$ cat config.mk
export PLATFORM = sky130hd
export DESIGN_NAME = sanitize_seq
export DESIGN_NICKNAME = d
export VERILOG_FILES = /design/src/design/sanitize_pkg.sv /design/src/design/sanitize_seq.sv
export SDC_FILE = /design/constraint.sdc
export NUM_CORES = 1
export LEC_CHECK = 0
export BUFFER_PORTS_ARGS = -buffer_cell sky130_fd_sc_hd__buf_2
export CAP_MARGIN = 15
export CORE_ASPECT_RATIO = 0.5
export CORE_MARGIN = 10
export CORE_UTILIZATION = 29
export CTS_BUF_LIST = sky130_fd_sc_hd__clkbuf_4
export DETAILED_ROUTE_END_ITERATION = 7
export GPL_ROUTABILITY_DRIVEN = 0
export MAX_ROUTING_LAYER = met4
export PLACE_DENSITY = 0.55
export RECOVER_POWER = 100
export SLEW_MARGIN = 10
export SYNTH_ARGS = -nofsm -noshare
export SYNTH_HDL_FRONTEND = slang
export SYNTH_SLANG_ARGS = --single-unit
$ cat constraint.sdc
create_clock -name pclk -period 3.49 [get_ports pclk]
set_clock_uncertainty 0.05 [all_clocks]
set_input_delay 0.349 -clock pclk [delete_from_list [all_inputs] [get_ports pclk]]
set_output_delay 0.349 -clock pclk [all_outputs]
set_load 0.02 [all_outputs]
$ cat src/design/sanitize_pkg.sv
// Shared constants and types for the sanitize sequencer and failed-block query.
// Assumes a single pclk domain and an APB master issuing 32-bit word accesses.
package sanitize_pkg;
   // Register byte offsets
   localparam logic [7:0] REG_CTRL = 8'h00;
   localparam logic [7:0] REG_MASK = 8'h04;
   localparam logic [7:0] REG_STATUS = 8'h08;
   localparam logic [7:0] REG_CDB0 = 8'h0c;
   localparam logic [7:0] REG_CDB1 = 8'h10;
   localparam logic [7:0] REG_CDB2 = 8'h14;
   localparam logic [7:0] REG_QCMD = 8'h18;
   localparam logic [7:0] REG_REPLY0 = 8'h1c;
   localparam logic [7:0] REG_REPLY1 = 8'h20;
   localparam logic [7:0] REG_EIDX = 8'h24;
   localparam logic [7:0] REG_ENTRY = 8'h28;
   localparam logic [7:0] REG_RLEN = 8'h2c;
   // Command codes, fill patterns and reply fields
   localparam logic [7:0] SUB_SANITIZE = 8'h0a;
   localparam logic [7:0] SUB_RETAIN = 8'h0b;
   localparam logic [7:0] OPC_DEFECT = 8'h37;
   localparam logic [7:0] PAT_ZERO = 8'h00;
   localparam logic [7:0] PAT_55 = 8'h55;
   localparam logic [7:0] PAT_AA = 8'haa;
   localparam logic [2:0] LIST_FMT = 3'h7;
   localparam logic [17:0] REPLY_HDR = 18'h00008;
   // Failed-block table
   localparam int TBL_AW = 4;
   localparam logic [15:0] CNT_MAX = 16'hffff;
   typedef enum logic [1:0] {OP_ERASE, OP_FILL_CONST, OP_FILL_RANDOM} media_op_t;
   typedef enum logic [2:0] {V_ZERO_ERASE, V_ERASE_RANDOM, V_RANDOM_ZERO_ERASE,
      V_RANDOM_ERASE, V_TELEMETRY} variant_t;
   typedef struct packed {
      logic last;
      media_op_t op;
      logic [7:0] pat;
   } pass_t;
   // Pass table of each procedure variant
   function automatic pass_t pass_of(input variant_t v, input logic [2:0] i);
      pass_t p;
      p = '{last: 1'b1, op: OP_ERASE, pat: PAT_ZERO};
      unique case (v)
         V_ZERO_ERASE: begin
            p.op = (i == 3'h0) ? OP_FILL_CONST : OP_ERASE;
            p.last = (i == 3'h1);
         end
         V_ERASE_RANDOM: begin
            p.op = (i == 3'h0) ? OP_ERASE : OP_FILL_RANDOM;
            p.last = (i == 3'h1);
         end
         V_RANDOM_ZERO_ERASE: begin
            p.op = (i == 3'h0) ? OP_FILL_RANDOM : (i == 3'h1) ? OP_FILL_CONST : OP_ERASE;
            p.last = (i == 3'h2);
         end
         V_RANDOM_ERASE: begin
            p.op = (i == 3'h0) ? OP_FILL_RANDOM : OP_ERASE;
            p.last = (i == 3'h1);
         end
         V_TELEMETRY: begin
            p.op = i[0] ? OP_FILL_CONST : OP_ERASE;
            p.pat = (i == 3'h1) ? PAT_55 : PAT_AA;
            p.last = (i == 3'h4);
         end
         default: p = '{last: 1'b1, op: OP_ERASE, pat: PAT_ZERO};
      endcase
      return p;
   endfunction : pass_of
endpackage : sanitize_pkg

$ cat src/design/sanitize_seq.sv
// Sanitize pass sequencer with failed-block record and defect-data query.
// Assumes the media engine runs on pclk and answers each pass with media_done.
//
// Operation
// - Mask bit n selects partition n, bits 0 to 7.
// - First variant: fill with zeros, then full erase.
// - Second variant: full erase, then random fill.
// - Third variant: random fill, zero fill, then full erase to ones.
// - Fourth variant: random fill, then full erase.
// - Telemetry variant: erase, 0x55, erase, 0xAA, erase.
// - Record the first 16 failed erase or write blocks; host can read them.
// - Query is ten bytes, opcode 0x37, flags byte 2, length bytes 7-8.
// - Sub-code 0x0B keeps earlier bad-block records.
// - Reply bytes 2-3 hold failure count, bytes 4-7 block size.
//
// The APB interface to the registers and the register addresses were chosen for this implementation.
`timescale 1ns/10ps
`default_nettype none
module sanitize_seq #(
   parameter logic [31:0] BLOCK_SIZE = 32'h0002_0000
) (
   input wire logic pclk,
   input wire logic presetn,
   input wire logic psel,
   input wire logic penable,
   input wire logic pwrite,
   input wire logic [7:0] paddr,
   input wire logic [31:0] pwdata,
   output logic [31:0] prdata,
   output logic pready,
   output logic pslverr,
   output logic media_req,
   output logic [1:0] media_op,
   output logic [7:0] media_pattern,
   output logic [7:0] media_part,
   input wire logic media_done,
   input wire logic media_fail,
   input wire logic [31:0] media_fail_block,
   output logic sanitize_busy
);
   localparam int TBL_AW_W = sanitize_pkg::TBL_AW;
   typedef enum logic [1:0] {S_IDLE, S_ISSUE, S_WAIT} seq_state_t;
   typedef struct packed {
      seq_state_t st;
      sanitize_pkg::variant_t variant;
      logic [7:0] mask;
      logic [2:0] pass;
      logic req;
      logic [1:0] op;
      logic [7:0] pat;
      logic done;
      logic err;
      logic [15:0] fail_cnt;
      logic [31:0] cdb0;
      logic [31:0] cdb1;
      logic [31:0] cdb2;
      logic q_valid;
      logic q_err;
      logic plist;
      logic glist;
      logic [15:0] alloc;
      logic [TBL_AW_W-1:0] eidx;
      logic [31:0] rdata;
      logic rdy;
      logic slverr;
   } state_t;

   state_t s, next_s;
   logic [31:0] tbl [2**TBL_AW_W];
   logic access, wr, setup, tbl_we;
   sanitize_pkg::pass_t cur, nxt;
   logic [17:0] full_len;

   assign access = psel && penable && s.rdy;
   assign wr = access && pwrite;
   assign setup = psel && !penable;
   assign tbl_we = (s.st != S_IDLE) && media_fail && (s.fail_cnt < 16'(2**TBL_AW_W));

   always_comb begin
      next_s = s;
      cur = sanitize_pkg::pass_of(s.variant, s.pass);
      nxt = sanitize_pkg::pass_of(s.variant, s.pass + 3'h1);
      full_len = sanitize_pkg::REPLY_HDR + {s.fail_cnt, 2'b00};
      next_s.req = 1'b0;
      next_s.rdy = setup;
      // Sequencer
      unique case (s.st)
         S_IDLE: begin
            if (wr && paddr == sanitize_pkg::REG_CTRL && pwdata[0]) begin
               if (pwdata[3:1] > 3'(sanitize_pkg::V_TELEMETRY) ||
                   (pwdata[15:8] != sanitize_pkg::SUB_SANITIZE &&
                    pwdata[15:8] != sanitize_pkg::SUB_RETAIN)) begin
                  next_s.err = 1'b1;
               end else begin
                  next_s.variant = sanitize_pkg::variant_t'(pwdata[3:1]);
                  next_s.pass = 3'h0;
                  next_s.done = 1'b0;
                  next_s.err = 1'b0;
                  next_s.st = S_ISSUE;
                  // Plain sanitize starts a fresh record; the retain form keeps it
                  if (pwdata[15:8] == sanitize_pkg::SUB_SANITIZE) begin
                     next_s.fail_cnt = 16'h0000;
                  end
               end
            end
         end
         S_ISSUE: begin
            next_s.req = 1'b1;
            next_s.op = cur.op;
            next_s.pat = cur.pat;
            next_s.st = S_WAIT;
         end
         S_WAIT: begin
            if (media_done && !s.req) begin
               if (cur.last) begin
                  next_s.st = S_IDLE;
                  next_s.done = 1'b1;
               end else begin
                  next_s.pass = s.pass + 3'h1;
                  next_s.pat = nxt.pat;
                  next_s.st = S_ISSUE;
               end
            end
         end
      endcase
      // Failures while busy are counted up to CNT_MAX; the table keeps the first entries only
      if (s.st != S_IDLE && media_fail && s.fail_cnt != sanitize_pkg::CNT_MAX) begin
         next_s.fail_cnt = s.fail_cnt + 16'h0001;
      end
      // Register writes
      if (wr) begin
         unique case (paddr)
            sanitize_pkg::REG_MASK: begin
               if (s.st == S_IDLE) begin
                  next_s.mask = pwdata[7:0];
               end
            end
            sanitize_pkg::REG_CDB0: next_s.cdb0 = pwdata;
            sanitize_pkg::REG_CDB1: next_s.cdb1 = pwdata;
            sanitize_pkg::REG_CDB2: next_s.cdb2 = pwdata;
            sanitize_pkg::REG_EIDX: next_s.eidx = pwdata[TBL_AW_W-1:0];
            sanitize_pkg::REG_QCMD: begin
               // Only the opcode is checked; reserved fields pass unseen
               if (s.cdb0[31:24] == sanitize_pkg::OPC_DEFECT) begin
                  next_s.q_valid = 1'b1;
                  next_s.q_err = 1'b0;
                  next_s.plist = s.cdb0[12];
                  next_s.glist = s.cdb0[11];
                  next_s.alloc = {s.cdb1[7:0], s.cdb2[31:24]};
               end else begin
                  next_s.q_valid = 1'b0;
                  next_s.q_err = 1'b1;
               end
            end
            default: ;
         endcase
      end
      // Read data and error are prepared in the setup cycle
      if (setup) begin
         next_s.slverr = 1'b0;
         next_s.rdata = 32'h0000_0000;
         unique case (paddr)
            sanitize_pkg::REG_CTRL: next_s.rdata = {28'h0, 3'(s.variant), 1'b0};
            sanitize_pkg::REG_MASK: next_s.rdata = {24'h0, s.mask};
            sanitize_pkg::REG_STATUS:
               next_s.rdata = {s.fail_cnt, 5'h0, s.q_err, s.q_valid, s.pass,
                  s.err, s.done, 3'h0, (s.st != S_IDLE)};
            sanitize_pkg::REG_CDB0: next_s.rdata = s.cdb0;
            sanitize_pkg::REG_CDB1: next_s.rdata = s.cdb1;
            sanitize_pkg::REG_CDB2: next_s.rdata = s.cdb2;
            sanitize_pkg::REG_QCMD: next_s.rdata = 32'h0000_0000;
            sanitize_pkg::REG_REPLY0: begin
               if (s.q_valid) begin
                  next_s.rdata = {8'h00, 3'h0, s.plist, s.glist, sanitize_pkg::LIST_FMT,
                     s.fail_cnt};
               end
            end
            sanitize_pkg::REG_REPLY1: begin
               if (s.q_valid) begin
                  next_s.rdata = BLOCK_SIZE;
               end
            end
            sanitize_pkg::REG_EIDX: next_s.rdata = 32'(s.eidx);
            sanitize_pkg::REG_ENTRY: next_s.rdata = tbl[s.eidx];
            sanitize_pkg::REG_RLEN: begin
               if (s.q_valid) begin
                  next_s.rdata = (full_len > {2'b00, s.alloc}) ? {16'h0, s.alloc}
                     : {14'h0, full_len};
               end
            end
            default: next_s.slverr = 1'b1;
         endcase
      end
   end

   always_ff @(posedge pclk or negedge presetn) begin
      if (!presetn) begin
         s <= '0;
      end else begin
         s <= next_s;
      end
   end

   // Table memory has no reset; the count says which entries are live
   always_ff @(posedge pclk) begin
      if (tbl_we) begin
         tbl[s.fail_cnt[TBL_AW_W-1:0]] <= media_fail_block;
      end
   end

   assign prdata = s.rdata;
   assign pready = s.rdy;
   assign pslverr = s.slverr;
   assign media_req = s.req;
   assign media_op = s.op;
   assign media_pattern = s.pat;
   assign media_part = s.mask;
   assign sanitize_busy = (s.st != S_IDLE) ? 1'b1 : 1'b0;
endmodule : sanitize_seq
`default_nettype wire

==> impl_metrics.toml <==
[run_status]
status = "finished, violations left"
violations = "max-capacitance violations, max-slew violations"

[worst_setup_path]
regToRegSetupSlack_ns = 0.17
r2r_start = "s[155]"
reg2reg_depth = 13
crit_fanout = 10
critPathKind = "in -> reg"
cp-start-kind = "input port"
crit_required_ns = 4.28
r2r_end = "prdata[6]"
end_kind = "register"
arrival_ns = 4.17

[power_and_ir_drop]
max-vdd-ir-drop_mv = 0.2889
p_per_area_mw_per_mm2 = 521.4
p_leak_uw = 0.01245

[clocking]
clk_pin_slew_worst_paths_ns = 0.06
cts-root-buf = "clkbuf_4"
cts_tree = "built"
cts-buffers-inserted = 175
clkSinkCount = 705
cts.htree.levels = 4
cts_buffer_depth = 3
clk_latency_ns = 1.00

[min_path]
min_to = "s[56]"
holdCritPathClass = "in -> reg"
min_from = "paddr[2]"
min_path_cells = 5

[job]
maxCapViolCount = 2

[cells_and_area]
drive_gt1_frac = 0.3163
fin_cells = 3500
fin_area_mm2 = 0.03487
fillers = 9674
final_net_count = 2127
area_delta_synth_final_pct = 18.38

[sta]
post-route-period-util = 0.9685
slew_violations = 92
tightest_slew_ns = 2.104
fin_crit_ns = 3.380
hold_violations = 0
fin_hold_ws_ns = 0.07551
slew_headroom = -0.4027
setup_violations = 0
fmax_mhz = 295.9

[synthesis]
yosysWarningCount = 0
syn-cell-area_mm2 = 0.02946
yosysUniqueCellTypes = 76
async_flop_share = 0.2738
syn_inst = 1688
ys_seq_area_frac = 0.6859
synth_enable_flop_cells = 512
syn_nets = 1793
avgSynthCellArea_um2 = 17.45
synth_seq_cells = 705
ys.flop_type = "edfxtp_1"

[global_routing]
grt_start_max_net_pins = 89
grt_pass1_wl_um = 122800
grt_pass1_vias = 17940
grt.overflow.total = 0
grtUsageTotal = 0.1454
antenna_found_initial = 5

[detailed_routing]
totalWireLength_um = 83450
routedWlPerCell_um = 23.84
drc = 0
highest_layer = "met4"
met1_length_um = 36870
drt.antenna.violating_nets = 0
wl_met3_um = 5373
dr.pass1.iters = 7
dr_wl_met2_um = 39380
vias = 17550
vias_per_cell = 5.013
dr.first_iter.drc_count = 1792

[floorplanning]
fp.coreArea_mm2 = 0.1004
die_width_um = 470.7
io_pins = 133
die-area_mm2 = 0.1155
std_cell_rows = 82
die_h_um = 245.4
start_util = 0.2933

[placement]
dp.cells = 3102
place_hpwl_um = 53490
postPlaceCellArea_mm2 = 0.03214
port_buffers = 132
==> kinds of logic (layout without fill, tap and decap cells) <==
kind of cell / count (synthesis) / in the layout / synth area share
flops: 705 / 705 / 0.6859
mux: 276 / 276 / 0.1593
compound gates: 259 / 259 / 0.06554
simple gates: 223 / 223 / 0.04112
buf+inv: 187 / 649 / 0.03351
fa+ha+maj: 26 / 26 / 0.01104
xor+xnor: 12 / 12 / 0.003568
other cells: 0 / 6 / 0
==> synth_stat cells (all sizes together), types with 3 or more instances <==
cell | number | area, um^2
edfxtp | 512 | 15370
and2 | 23 | 143.9
nand4 | 11 | 83.83
a21oi | 51 | 262.8
nor3 | 12 | 70.07
nor2 | 29 | 108.9
mux2 | 123 | 1385
nand2b | 5 | 31.28
a221oi | 4 | 35.03
ha | 26 | 325.3
mux2i | 11 | 110.1
xnor2 | 3 | 26.28
a222oi | 23 | 230.2
and4 | 3 | 26.28
nand2 | 79 | 299.0
xor2 | 9 | 78.83
and3 | 10 | 62.56
a21o | 5 | 37.54
inv | 30 | 112.6
a221o | 36 | 360.4
buf | 116 | 718.2
nand3 | 18 | 100.1
a2bb2oi | 6 | 52.55
nor4b | 5 | 56.31
mux4 | 142 | 3198
o21ai | 36 | 191.4
a31oi | 17 | 106.4
a32oi | 4 | 35.03
a22oi | 49 | 367.9
nor2b | 7 | 43.79
nor3b | 5 | 37.54
dfrtp | 193 | 4830
nor4 | 8 | 77.57
clkbuf | 41 | 156.4
o21a | 4 | 37.53
==> repair_timing <==
item                                    in CTS  in global routing
buffers inserted                             0                  0
endpoints found under the setup margin       0                 16
endpoints found under the hold margin      834                  0
hold buffers                                87                  0
gates resized for setup                      0                  7
==> worst max-delay path by stage <==
stage	from	endpoint	slack, ns	cells past startpoint
CTS	s[155]	prdata[6]	0.07	13
detailed placement	s[155]	prdata[6]	0.12	13
global route	s[155]	prdata[6]	-0.006	13
global placement	s[155]	prdata[10]	0.13	12
floorplan	s[155]	prdata[10]	0.15	14
finish	paddr[5]	s[162]	0.11	9
==> placed cells by master (no fill, tap or decap), drive strengths merged, types with 29 or more instances in the layout <==
cell         synthesis  layout
mux4               142     142
buf                116     115
mux2               123     123
a22oi               49      49
clkbuf              41     364
nand2               79      79
a21oi               51      51
dfrtp              193     193
dlygate4sd3          0      86
inv                 30      34
o21ai               36      36
a221o               36      36
nor2                29      29
edfxtp             512     512
clkinv               0      43
==> final cells by class <==
cell class / count / area [um^2] / area share
Timing Repair Buffer: 314 / 2371 / 0.06799
Inverter: 30 / 112.6 / 0.003229
Clock buffer: 251 / 1884 / 0.05403
Sequential cell: 705 / 20210 / 0.5796
Tap cell: 1344 / 1682 / 0.04822
Antenna cell: 6 / 15.01 / 0.0004306
Multi-Input combinational cell: 796 / 8282 / 0.2375
Clock inverter: 54 / 314.1 / 0.009006
==> state kept, by name (all words and copies together) (netlist names) <==
name	flops
tbl	512
prdata	32
s	146
media_part	8
media_req	1
media_op	2
media_pattern	2
pslverr	1
pready	1
==> report_power, final <==
part	internal (uW)	switching [uW]
sequential	9420	163
combinational	599	1150
clock	3530	3330
==> worst max-delay path: stages <==
cell	delay [ns]
dlygate4sd3_1	0.55
clkbuf_1	0.18
nor4_1	0.86
dlygate4sd3_1	0.68
nand3_1	0.14
or3_1	0.67
o21ai_4	0.43
nand2_1	0.09
a22o_1	0.21
==> metal layers <==
layer / global-route usage / vias to the layer above
li1: - / 7543
met1: 0.1920 / 9264
met2: 0.2259 / 616
met3: 0.02883 / 123
met4: 0.04545 / 0
met5: - / -
==> stage by stage <==
stage | TNS [ns] | power (uW) | setup WS [ns] | util
final | 0 | 18180 | 0.1100 | 0.3472
after global routing | -0.005675 | 19050 | -0.005675 | 0.3472
after CTS | 0 | 18450 | 0.06687 | 0.3508
after detailed placement | 0 | 11480 | 0.1202 | 0.3200
after global placement | 0 | 11440 | 0.1326 | 0.3200
after floorplan | 0 | 10590 | 0.1509 | -
Power figures use the tool's default switching activity.
